File: src/core/pio_seq_defs.vh
// Purpose: Constants for the parallel word I/O sequencer
// Assumes: 32-bit AHB-Lite register bus, byte addresses
// Notes:   Offsets, fields, reset values and step counts
`ifndef PIO_SEQ_DEFS_VH
`define PIO_SEQ_DEFS_VH

// ==========================================================
// Register offsets (byte addresses)
`define PS_OFF_CTRL    12'h000
`define PS_OFF_LEN     12'h004
`define PS_OFF_ADDR    12'h008
`define PS_OFF_STATUS  12'h00C
`define PS_OFF_XFER    12'h010
`define PS_OFF_MEMWIN  12'h014

// ==========================================================
// Control fields
`define PS_CTRL_GO     0
`define PS_CTRL_INPUT  1
`define PS_CTRL_BLOCK  2
`define PS_CTRL_TS     3

// ==========================================================
// Status fields
`define PS_ST_BUSY     0
`define PS_ST_FETCH    1
`define PS_ST_SLOW     2
`define PS_ST_TERM     3
`define PS_ST_FAST     4
`define PS_ST_STORE    5
`define PS_ST_PERR     6
`define PS_ST_DONE     7

// ==========================================================
// Widths, reset values, timing
`define PS_WORD_W      12
`define PS_ADDR_W      6
`define PS_LEN_ALL1    12'hFFF
`define PS_LEN_RST     12'h000
`define PS_ADDR_RST    6'h00
`define PS_STEPS       2'h3
`define PS_STEP_T1     2'h0
`define PS_STEP_T0     2'h1
`define PS_STEP_TP     2'h2

`endif

File: src/core/pio_seq.v
// Purpose: Parallel word output/input sequencer, single and block
// Assumes: AHB-Lite slave, single word transfers, one clock
// Notes:   Machine cycle is three clock steps T1, T0, Tp
// Operation
// (RULE1) Output setup: parity check, fetch pending set
// (RULE2) Output active held during execution phase
// (RULE3) Fetch next word when no timeshare
// (RULE4) Slow ready accepted under fetch/timeshare gate
// (RULE5) Output valid while slow flag set
// (RULE6) Count block, terminate at all ones
// (RULE7) Parity check on each later block word
// (RULE8) Slow output second cycle re-arms fetch
// (RULE9) Leave execution when terminated and idle
// (RULE10) End signal in final phase, interrupts blocked
// (RULE11) Fast ready accepted, drives reply
// (RULE12) Fast flag clears next cycle's first step
// (RULE13) Input execution writes every memory cycle
// (RULE14) Slow input ready gated by store pending
// (RULE15) Input strobe; data captured on trailing edge
// (RULE16) Input address bumps except first word
// (RULE17) Mid-cycle input load sets store pending
// (RULE18) Store pending clears on clean store
// (RULE19) Final input write with done signal
// (RULE20) Fast input ready gated, captures lines
// (RULE21) Fast input bumps address after capture
// (RULE22) Far side picks speed by ready line
// (RULE23) Block end input sets terminate flag
// (RULE24) Slow transfer spans two cycles
`timescale 1ns/10ps
`default_nettype none
`include "pio_seq_defs.vh"

module pio_seq (
  // Clock and reset
  input  wire                   I_MCLK,
  input  wire                   I_RST_N,
  // AHB-Lite slave
  input  wire                   I_HSEL,
  input  wire [11:0]            I_HADDR,
  input  wire [1:0]             I_HTRANS,
  input  wire                   I_HWRITE,
  input  wire [2:0]             I_HSIZE,
  input  wire [31:0]            I_HWDATA,
  input  wire                   I_HREADY,
  output reg  [31:0]            O_HRDATA,
  output reg                    O_HREADYOUT,
  output reg                    O_HRESP,
  // External equipment
  input  wire                   I_READY_SLOW,
  input  wire                   I_READY_FAST,
  input  wire                   I_BLOCK_END_SIGNAL,
  input  wire [`PS_WORD_W-1:0]  I_INPUT_DATA_LINES,
  output reg                    O_OUTPUT_OP_ACTIVE,
  output reg                    O_OUTPUT_WORD_VALID,
  output reg  [`PS_WORD_W-1:0]  O_OUTPUT_DATA,
  output reg                    O_INPUT_STROBE,
  output reg                    O_INPUT_DONE,
  // Mainframe side
  input  wire                   I_TIMESHARE_CYCLE,
  output reg                    O_END_OF_INSTR,
  output reg                    O_INTR_BLOCK,
  output reg                    O_MEMORY_WRITE_SELECT
);

  // ==========================================================
  // Timing overview
  // Machine cycle is three clocks: T1, T0, Tp
  // Ready lines are looked at on T1 only
  // Slow word: accepted on T1 of cycle one
  //   slow_second_q marks cycle two
  //   word ends on Tp of cycle two
  // Fast word: accepted on T1, ends on its Tp
  //   fast flag drops at that same Tp edge
  // Output side:
  //   fetch loads the transfer register on T1
  //   address steps after each fetch
  //   fetch is re-armed as each word ends
  //   one extra fetch may follow the last word
  //   parity check is armed at setup and per word
  //   the check runs once the word is loaded
  // Input side:
  //   strobe falls on the capture edge
  //   slow capture on T0 of cycle two
  //   fast capture on T0 of its only cycle
  //   fast strobe raised straight from the accept
  //   address steps on the take: slow on T1 of cycle two, fast on T0; first word aside
  //   memory write on every Tp of execution outside timeshare
  //   slow capture marks the word for rewrite
  // Termination:
  //   single word, count wrap or block end
  //   exit only when no word is in flight
  //   input adds a final phase before the end
  // Hazards:
  //   capture and write share the transfer register
  //   a word caught mid-cycle is written twice
  //   timeshare holds off fetch and fast accept
  //   slow accept waits on it only while a fetch or store is pending
  // Bus side:
  //   writes land only while idle
  //   memory window writes use LEN as index
  //   reads answer with zero wait states
  //   status bit zero shows a running instruction
  // Limits:
  //   memory index is six bits wide
  //   count is twelve bits, wraps to all ones
  //   parity error is sticky until the next start

  // ==========================================================
  // Phases, one-hot
  localparam [4:0] PH_IDLE  = 5'h01;
  localparam [4:0] PH_SETUP = 5'h02;
  localparam [4:0] PH_EXEC  = 5'h04;
  localparam [4:0] PH_FIN   = 5'h08;
  localparam [4:0] PH_END   = 5'h10;

  reg  [4:0]            phase_q;
  reg  [1:0]            step_q;
  reg                   input_q, block_q, ts_sel_q;
  reg                   fetch_pending_q, slow_transfer_flag_q, slow_second_q;
  reg                   terminate_flag_q, fast_transfer_flag_q, store_pending_q;
  reg                   perr_q, done_q;
  reg  [`PS_WORD_W-1:0] len_q, xfer_q;
  reg  [`PS_ADDR_W-1:0] addr_q;
  reg                   parity_req_q;
  reg                   cpe_q;          // Parity check armed for next fetch
  // Bus phase registers
  reg                   bw_q, br_q;
  reg  [11:0]           ba_q;
  wire [`PS_WORD_W-1:0] mem_rdata;

  // ==========================================================
  // Timing helpers
  wire t1 = (step_q == `PS_STEP_T1);
  wire t0 = (step_q == `PS_STEP_T0);
  wire tp = (step_q == `PS_STEP_TP);
  wire ts = I_TIMESHARE_CYCLE | ts_sel_q;
  wire exec = phase_q[2];
  wire xfer_busy = slow_transfer_flag_q | fast_transfer_flag_q;
  wire word_done = (slow_transfer_flag_q & slow_second_q & tp) | (fast_transfer_flag_q & tp);
  wire [`PS_WORD_W-1:0] len_dec = len_q - 12'h001;
  wire bus_go = I_HSEL & I_HREADY & I_HTRANS[1];
  wire go_wr = bw_q & (ba_q == `PS_OFF_CTRL) & I_HWDATA[`PS_CTRL_GO] & phase_q[0];
  wire mem_we = exec & input_q & tp & ~ts;
  // Fast ready taken this step
  wire fast_acc = exec & t1 & I_READY_FAST & ~I_READY_SLOW & ~xfer_busy & ~terminate_flag_q & ~ts;
  // Input word taken: slow on second T1, fast on T0
  wire in_take = input_q & ((t1 & slow_transfer_flag_q & slow_second_q) | (t0 & fast_transfer_flag_q));

  // ==========================================================
  // Transfer word memory
  pio_word_mem u_mem (
    .clk   (I_MCLK),
    .we    (mem_we | (bw_q & (ba_q == `PS_OFF_MEMWIN) & phase_q[0])),
    .waddr (mem_we ? addr_q : len_q[`PS_ADDR_W-1:0]),
    .wdata (mem_we ? xfer_q : I_HWDATA[`PS_WORD_W-1:0]),
    .raddr (addr_q),
    .rdata (mem_rdata)
  );

  // ==========================================================
  // Step counter and phase sequencing
  always @(posedge I_MCLK or negedge I_RST_N) begin
    if (!I_RST_N) begin
      step_q  <= `PS_STEP_T1;
      phase_q <= PH_IDLE;
    end else begin
      step_q <= tp ? `PS_STEP_T1 : step_q + 2'h1;
      case (phase_q)
        PH_IDLE:  if (go_wr) phase_q <= PH_SETUP;
        PH_SETUP: if (tp) phase_q <= PH_EXEC;
        PH_EXEC:  if (tp && terminate_flag_q && !xfer_busy && !word_done) begin
                    phase_q <= input_q ? PH_FIN : PH_END; // RULE9
                  end
        PH_FIN:   if (tp) phase_q <= PH_END;
        PH_END:   if (tp) phase_q <= PH_IDLE;
        default:  phase_q <= PH_IDLE;
      endcase
    end
  end

  // ==========================================================
  // Transfer flags, counters and transfer register
  always @(posedge I_MCLK or negedge I_RST_N) begin
    if (!I_RST_N) begin
      fetch_pending_q      <= 1'b0;
      slow_transfer_flag_q <= 1'b0;
      slow_second_q        <= 1'b0;
      terminate_flag_q     <= 1'b0;
      fast_transfer_flag_q <= 1'b0;
      store_pending_q      <= 1'b0;
      parity_req_q         <= 1'b0;
      cpe_q                <= 1'b0;
      perr_q               <= 1'b0;
      len_q                <= `PS_LEN_RST;
      addr_q               <= `PS_ADDR_RST;
      xfer_q               <= 12'h000;
      input_q              <= 1'b0;
      block_q              <= 1'b0;
      ts_sel_q             <= 1'b0;
    end else begin
      parity_req_q <= 1'b0;
      // Register writes while idle
      if (bw_q && phase_q[0]) begin
        case (ba_q)
          `PS_OFF_CTRL: begin
            input_q  <= I_HWDATA[`PS_CTRL_INPUT];
            block_q  <= I_HWDATA[`PS_CTRL_BLOCK];
            ts_sel_q <= I_HWDATA[`PS_CTRL_TS];
          end
          `PS_OFF_LEN:  len_q  <= I_HWDATA[`PS_WORD_W-1:0];
          `PS_OFF_ADDR: addr_q <= I_HWDATA[`PS_ADDR_W-1:0];
          default: ;
        endcase
      end
      if (go_wr) perr_q <= 1'b0;
      // Setup: initial flag state
      if (phase_q[1] && tp) begin
        fetch_pending_q      <= 1'b1;              // RULE1
        terminate_flag_q     <= 1'b0;              // RULE1
        fast_transfer_flag_q <= 1'b0;              // RULE1
        store_pending_q      <= 1'b0;              // RULE1
        slow_transfer_flag_q <= 1'b0;              // RULE1
        slow_second_q        <= 1'b0;
        cpe_q                <= ~input_q;          // RULE1
      end
      if (exec) begin
        // Output fetch into transfer register
        if (!input_q && t1 && fetch_pending_q && !ts) begin
          xfer_q          <= mem_rdata;            // RULE3
          addr_q          <= addr_q + 6'h01;       // RULE3
          fetch_pending_q <= 1'b0;                 // RULE3
          if (cpe_q) begin
            parity_req_q <= 1'b1;                  // RULE1 RULE7
            cpe_q        <= 1'b0;
          end
        end
        // Slow ready acceptance
        if (t1 && I_READY_SLOW && !slow_transfer_flag_q && !fast_transfer_flag_q && !terminate_flag_q &&
            (input_q ? (!store_pending_q || !ts)          // RULE14
                     : (!fetch_pending_q || !ts))) begin  // RULE4
          slow_transfer_flag_q <= 1'b1;            // RULE22
          slow_second_q        <= 1'b0;
        end
        // Fast ready acceptance
        if (fast_acc) begin
          fast_transfer_flag_q <= 1'b1;            // RULE11 RULE20
        end
        if (slow_transfer_flag_q && tp && !slow_second_q) slow_second_q <= 1'b1; // RULE24
        // Input address bump before each later word
        if (in_take && !fetch_pending_q) begin
          addr_q <= addr_q + 6'h01;                // RULE16 RULE21
        end
        if (in_take) begin
          fetch_pending_q <= 1'b0;                 // RULE16
        end
        // Input capture on strobe trailing edge
        if (input_q && t0 && (fast_transfer_flag_q || (slow_transfer_flag_q && slow_second_q))) begin
          xfer_q <= I_INPUT_DATA_LINES;            // RULE15 RULE20
          if (slow_transfer_flag_q) store_pending_q <= 1'b1; // RULE17
        end else if (input_q && t0 && !ts && !slow_transfer_flag_q) begin
          store_pending_q <= 1'b0;                 // RULE18
        end
        // Word completion: count and terminate
        if (word_done) begin
          if (block_q) len_q <= len_dec;           // RULE6
          if (!block_q || len_dec == `PS_LEN_ALL1) terminate_flag_q <= 1'b1; // RULE6
          if (slow_transfer_flag_q) begin
            slow_transfer_flag_q <= 1'b0;          // RULE8
            if (!input_q) fetch_pending_q <= 1'b1; // RULE8
          end
          if (fast_transfer_flag_q && !input_q) fetch_pending_q <= 1'b1;
          if (!input_q && block_q && len_dec != `PS_LEN_ALL1 && !terminate_flag_q) begin
            cpe_q <= 1'b1;                         // RULE7
          end
        end
        // Fast flag lasts one machine cycle
        if (fast_transfer_flag_q && tp) fast_transfer_flag_q <= 1'b0; // RULE12
        if (I_BLOCK_END_SIGNAL) terminate_flag_q <= 1'b1; // RULE23
      end
      // Odd parity check on prepared word
      if (parity_req_q && ~^xfer_q) perr_q <= 1'b1;
    end
  end

  // ==========================================================
  // Handshake and phase outputs
  always @(posedge I_MCLK or negedge I_RST_N) begin
    if (!I_RST_N) begin
      O_OUTPUT_OP_ACTIVE    <= 1'b0;
      O_OUTPUT_WORD_VALID   <= 1'b0;
      O_OUTPUT_DATA         <= 12'h000;
      O_INPUT_STROBE        <= 1'b0;
      O_INPUT_DONE          <= 1'b0;
      O_END_OF_INSTR        <= 1'b0;
      O_INTR_BLOCK          <= 1'b0;
      O_MEMORY_WRITE_SELECT <= 1'b0;
      done_q                <= 1'b0;
    end else begin
      O_OUTPUT_OP_ACTIVE    <= exec & ~input_q;                                         // RULE2
      O_OUTPUT_WORD_VALID   <= exec & ~input_q & xfer_busy & ~word_done;                // RULE5 RULE11
      O_OUTPUT_DATA         <= xfer_q;                                                   // RULE5
      O_INPUT_STROBE        <= exec & input_q & ((xfer_busy & ~word_done & ~t0) | fast_acc); // RULE15
      O_INPUT_DONE          <= phase_q[3] & ~t1;                                         // RULE19
      O_END_OF_INSTR        <= phase_q[4];                                               // RULE10
      O_INTR_BLOCK          <= phase_q[4];                                               // RULE10
      O_MEMORY_WRITE_SELECT <= (exec | phase_q[3]) & input_q;                            // RULE13 RULE19
      if (go_wr) done_q <= 1'b0;
      else if (phase_q[4] && tp) done_q <= 1'b1;
    end
  end

  // ==========================================================
  // AHB-Lite slave, zero wait states
  always @(posedge I_MCLK or negedge I_RST_N) begin
    if (!I_RST_N) begin
      bw_q        <= 1'b0;
      br_q        <= 1'b0;
      ba_q        <= 12'h000;
      O_HRDATA    <= 32'h0000_0000;
      O_HREADYOUT <= 1'b1;
      O_HRESP     <= 1'b0;
    end else begin
      bw_q        <= bus_go & I_HWRITE;
      br_q        <= bus_go & ~I_HWRITE;
      ba_q        <= {I_HADDR[11:2], 2'b00};
      O_HREADYOUT <= 1'b1;
      O_HRESP     <= 1'b0;
      if (bus_go && !I_HWRITE) begin
        case ({I_HADDR[11:2], 2'b00})
          `PS_OFF_CTRL:   O_HRDATA <= {28'h0, ts_sel_q, block_q, input_q, 1'b0};
          `PS_OFF_LEN:    O_HRDATA <= {20'h0, len_q};
          `PS_OFF_ADDR:   O_HRDATA <= {26'h0, addr_q};
          `PS_OFF_STATUS: O_HRDATA <= {24'h0, done_q, perr_q, store_pending_q, fast_transfer_flag_q,
                                       terminate_flag_q, slow_transfer_flag_q, fetch_pending_q, ~phase_q[0]};
          `PS_OFF_XFER:   O_HRDATA <= {20'h0, xfer_q};
          default:        O_HRDATA <= 32'h0000_0000;
        endcase
      end
    end
  end

endmodule // pio_seq
`default_nettype wire

File: src/core/pio_word_mem.v
// Purpose: Small word memory for transfer words
// Assumes: One write port, one registered read port
// Notes:   Read data comes from a flip-flop
`timescale 1ns/10ps
`default_nettype none
`include "pio_seq_defs.vh"

module pio_word_mem (
  // Clock
  input  wire                   clk,
  // Write port
  input  wire                   we,
  input  wire [`PS_ADDR_W-1:0]  waddr,
  input  wire [`PS_WORD_W-1:0]  wdata,
  // Read port
  input  wire [`PS_ADDR_W-1:0]  raddr,
  output reg  [`PS_WORD_W-1:0]  rdata
);

  reg [`PS_WORD_W-1:0] mem [0:(1<<`PS_ADDR_W)-1];

  // ==========================================================
  // Storage
  always @(posedge clk) begin
    if (we) begin
      mem[waddr] <= wdata;
    end
    rdata <= mem[raddr];
  end

endmodule // pio_word_mem
`default_nettype wire

File: config.mk
export PLATFORM = sky130hd
export DESIGN_NAME = pio_seq
export DESIGN_NICKNAME = d
export VERILOG_FILES = /design/src/core/pio_seq.v /design/src/core/pio_word_mem.v
export VERILOG_INCLUDE_DIRS = /design/src /design/src/core
export SDC_FILE = /design/constraint.sdc
export NUM_CORES = 1
export LEC_CHECK = 0
export BUFFER_PORTS_ARGS = -buffer_cell sky130_fd_sc_hd__buf_4
export CORE_MARGIN = 10
export CORE_UTILIZATION = 45
export CTS_BUF_LIST = sky130_fd_sc_hd__clkbuf_4
export DETAILED_ROUTE_END_ITERATION = 10
export PLACE_DENSITY = 0.67
export SKIP_CTS_REPAIR_TIMING = 1
export SLEW_MARGIN = 20
export SYNTH_ARGS = -nofsm -noshare
export SYNTH_HDL_FRONTEND = slang
export SYNTH_SLANG_ARGS = --single-unit
File: constraint.sdc
create_clock -name I_MCLK -period 9.7 [get_ports I_MCLK]
set_input_delay 0.485 -clock I_MCLK [delete_from_list [all_inputs] [get_ports I_MCLK]]
set_output_delay 0.485 -clock I_MCLK [all_outputs]
set_load 0.02 [all_outputs]
==> Word level (Yosys, flattened, before mapping) <==
Memory sizes are Yosys's and may differ from the RTL's. A register that Yosys moved wholly into a read port is not among the register bits.
Index checks and enable logic that the tools add are counted.
{ "word_totals": {"register_bits": 111, "mem_bits_rw": 768, "elab_cells": 226, "mem_count": 1} }
{ "memory_table": {"columns": ["name", "depth", "width", "read_ports", "rd_ports_with_merged_regs", "wr", "line", "source"], "rows": [
  ["u_mem.mem", 64, 12, 1, 1, 1, "pio_word_mem.v:20", "reg [`PS_WORD_W-1:0] mem [0:(1<<`PS_ADDR_W)-1];"]
]} }
{ "op_classes": {"add_sub_neg": 3, "n_eq_ne": 21, "mux": 70, "bitwise": 48, "n_reduce_logical": 55} }
{ "ops": {"columns": ["operator", "count"], "rows": [
  ["2-to-1 mux 12 bit", 8],
  ["one-hot mux 12 bit (5 select lines)", 1],
  ["2-to-1 mux 1 bit", 47],
  ["2-to-1 mux 6 bit", 6],
  ["AND 1 bit", 32],
  ["== test 10 x 2 -> 1 bit, second input constant", 3],
  ["2-to-1 mux 5 bit", 6],
  ["logical AND 1 bit", 29],
  ["one-hot mux 5 bit (5 select lines)", 1],
  ["== test 10 x 1 -> 1 bit, second input constant", 2],
  ["== test 10 x 3 -> 1 bit, second input constant", 2],
  ["== test 12 bit, second input constant", 1],
  ["logical NOT 1 bit", 12],
  ["logical NOT 12 bit", 1],
  ["inequality test 12 bit, second input constant", 1],
  ["XNOR reduction 12 bit", 1],
  ["subtractor 12 x 1 -> 12 bit, second input constant", 1],
  ["logical NOT 10 bit", 1],
  ["inequality test 2 bit, second input constant", 5],
  ["NOT 1 bit", 9],
  ["OR 1 bit", 7],
  ["adder 6 x 1 -> 6 bit, second input constant", 1],
  ["nonzero test 2 bit", 3],
  ["== test 5 x 1 -> 1 bit, second input constant", 1],
  ["12 further kinds", 16]
]} }

==> Depth between registers and ports, before layout <==
{ "logic_depth": {"ltp_word": 11, "mapped_depth": 10} }

==> Modules after synthesis <==
From an unflattened synthesis, not the netlist that was laid out.
{ "unflattened": {"cells_unflattened": 1825, "hier_area_um2": 34820.9} }
{ "modules_own_cells": {"columns": ["module", "n_inst", "cells_each", "area_each_um2", "seq_area_each_um2"], "rows": [
  ["pio_word_mem", 1, 1339, 29851.1, 23302.3],
  ["pio_seq", 1, 486, 4969.8, 2278.4]
]} }

==> Least setup slack after synthesis <==
Ideal clock, no wire load.
{ "synth_timing": {"path_kind": "register to register", "startpoint": "register ba_q[9]", "endpoint": "memory u_mem.mem[37][0] (netlist name) (enable)", "setup_ps": 396, "t_arrival_ps": 2659, "t_required_ps": 9304, "setup_slack_ps": 6644, "path_stages_with_launch": 6, "path_buffers": 0, "path_cell_list": "dfrtp_1 > or4_4 > nor4_1 > and4_1 > a31oi_1 > nor3_1"} }
{ "synth_via": {"elab_chain_cells": 6} }
{ "synth_lines": {"columns": ["item", "line", "source"], "rows": [
  ["start, declared", "pio_seq.v:128", "reg [11:0] ba_q;"],
  ["start signal, assigned", "pio_seq.v:325", "ba_q <= {I_HADDR[11:2], 2'b00};"],
  ["== test 10 x 3 -> 1 bit (no source line)", null, null],
  ["AND 1 bit (2 in a row)", "pio_seq.v:153", ".we (mem_we | (bw_q & (ba_q == `PS_OFF_MEMWIN) & phase_q[0])),"],
  ["OR 1 bit", "pio_seq.v:153", null],
  ["2-to-1 mux 1 bit", "pio_word_mem.v:25", "if (we) begin"],
  ["2-to-1 mux 1 bit (implied by the code)", "pio_word_mem.v:26", "mem[waddr] <= wdata;"],
  ["end, declared", "pio_word_mem.v:20", null]
]} }
Every way passes these cells.

==> out/qor.csv <==
metric,value,unit
Final period util,45.5,%
Power Density,181,nW/um^2
largest family of logic cells by synthesized area,multiplexers,
"Seq/Total Area, Yosys",73.9,%
share of cells above drive strength 1,30.1,%
xor/xnor share of the synthesized area,0.304,%
Non-Filler Instances,3348,
final hold vios,0,
number of synthesized flops with an enable pin,768,
Crit Path Max Fanout,111,
CP arrival,5320,ps
CTS tree,built,
Max-slew headroom,26.8,%
critical path class,reg -> reg,
Starting Density,45.5,%
RSZ-0062 raised after global routing,false,
"Clk pin slew, worst setup/hold paths",70,ps
mapped cell area,34600,um^2
GRT overflow,0,
# clock sinks,871,
top layer in use,met4,
I/O Buffers,74,
Yosys cell types,76,
largest area contributor in the netlist,edfxtp_1,
Main synth FF type,edfxtp_1,
Leak,13.3,nW
DR WL/cell,25.2,um
fin crit period,4410,ps
Routed met2 length,41.0,mm
yosys warns,0,
CTS Buf Count,210,
Setup Viol. Count Final,0,
drt initial violations,1975,
Hold Path Class,in -> reg,
Placed Area,36200,um^2
total number of vias,19300,
largest cells by area after synthesis,"edfxtp_1 (67%), mux4_2 (11%), dfrtp_1 (6.5%)",
placed cell count,2923,
peak supply drop,112,uV
die area,88400,um^2
TritonRoute pass-1 iters,7,
routability cong.,0.890,
Vias/cell,5.75,
largest net degree at the start of global routing,112,
Max-cap violations,0,
actual slew at the worst max-slew pin,1100,ps
required time of the critical path,10610,ps
Die Height,297,um
Synth Area in Compound Gates,4.56,%
Clock Skew,61.8,ps
Clock Path Buffers,3,
metal3 WL,7.45,mm
"Clk Latency, worst-skew pair",1080,ps
Setup TNS,0,ps
die width,297,um
Layout area overhead,13.7,%
core region area,76100,um^2
syn_area_per_cell,18.3,um^2
first-pass GRT wire length,125,mm
residual DRC count,0,
Worst setup EP type,register,
nets@finish,2222,
Ports,123,
Cells after Synth,1891,
register bit total from synthesis,871,
adder and majority gate portion of the synthesized area,0.0723,%
fin. max-slew vios,0,
Final HPWL DP,49.6,mm
H-tree Lvls,4,
post-synthesis mux area share,13.5,%
Fmax,227,MHz
FP Rows,101,
clk root buf,clkbuf_4,
most common cell in the synthesized netlist,edfxtp_1,
WL met1,33.2,mm
post-route cell area,39400,um^2
number of global-route vias before repair,19400,
post-synth top area share,66.6,%
antenna violations before repair,2,
outcome,finished clean,
total routed wirelength,84.2,mm
"antenna viol nets, final",0,
Commonest cells post-synth,"edfxtp_1 (768), mux4_2 (168), nor2_1 (129)",
area share of and/or/nand/nor cells after synthesis,5.38,%
"Async S/R FF share, synth",10.4,%
Critical Path Source Type,register,
GRT Total Usage,18.8,%
## registers in the layout, indices dropped and copies added, names as in the netlist, 2 cells and up
signal,flops
O_OUTPUT_DATA,12
step_q,2
xfer_q,12
ba_q,10
len_q,12
phase_q,5
addr_q,6
u_mem.rdata,12
u_mem.mem,768
O_HRDATA,12
## report_power, final
group	internal, mW	switching, mW
Sequential	4.08	0.00719
Combinational	0.0388	0.101
Clock	1.48	1.42
## kinds of logic (layout without fill, tap and decap cells)
logic type,after synthesis,count (layout)
mux,255,255
xor+xnor,12,12
buf+inv,140,541
other cells,2,28
fa+ha+maj,2,2
flops,871,871
simple gates,376,376
compound gates,233,233
## stage by stage
| stage | hold WS (ps) | utilization (%) | total power [mW] | setup WS [ps] |
|---|---|---|---|---|
| finish | 97.0 | 51.7 | 7.13 | 5290 |
| global route | 42.3 | 51.7 | 7.42 | 5150 |
| CTS | -788 | 51.0 | 7.19 | 5300 |
| detailed placement | 357 | 47.6 | 4.30 | 5300 |
| global placement | 349 | 47.5 | 4.29 | 5280 |
| floorplan | 189 | - | 4.23 | 6640 |
## final timing paths
kind                              start        endpoint  slack [ps]  depth (start not counted)
setup / recovery              addr_q[1]  u_mem.rdata[0]        5290                          6
hold / removal               I_HADDR[7]         ba_q[7]         100                          2
max in group asynchronous       I_RST_N     O_HRDATA[8]        8650                          3
setup reg to reg              addr_q[1]  u_mem.rdata[0]        5290                          6
min in group asynchronous       I_RST_N        len_q[9]         200                          3
hold reg to reg            parity_req_q          perr_q         480                          1
## per-layer routing
| metal | track usage [%] | up-vias |
|---|---|---|
| met5 | 0 | - |
| met4 | 8.04 | 0 |
| met3 | 5.98 | 157 |
| met2 | 29.4 | 925 |
| met1 | 24.0 | 9844 |
| li1 | - | 8338 |
## placed cells by master (no fill, tap or decap), drive strengths merged, types with 11 or more instances in the layout
| master | count |
|---|---|
| a21oi | 22 |
| a221oi | 28 |
| buf | 113 |
| clkbuf | 303 |
| clkinv | 65 |
| conb | 22 |
| dfrtp | 90 |
| dfxtp | 12 |
| dlygate4sd3 | 44 |
| edfxtp | 768 |
| inv | 13 |
| mux2 | 17 |
| mux2i | 70 |
| mux4 | 168 |
| nand2 | 90 |
| nand3 | 28 |
| nor2 | 129 |
| nor3 | 20 |
| nor4 | 16 |
| o21ai | 59 |
| o22ai | 63 |
| or3 | 11 |
| or4 | 19 |
| xnor2 | 11 |
## worst max-delay path, cell delays in order (launching register included)
cell and delay (ps):
dfrtp_4 1010, buf_12 550, buf_4 830, mux4_2 380, o22ai_1 150, or4_1 650
nor4_1 510
## area by class of cell
class | instances | area [um^2]
Multi-Input combinational cell | 900 | 8490
Tap cell | 1030 | 1290
Clock inverter | 72 | 358
Antenna cell | 6 | 15.0
Inverter | 9 | 33.8
Fill cell | 6155 | 36700
Clock buffer | 302 | 2270
Sequential cell | 871 | 25600
Timing Repair Buffer | 158 | 1320
(Power assumes the default switching activity.)
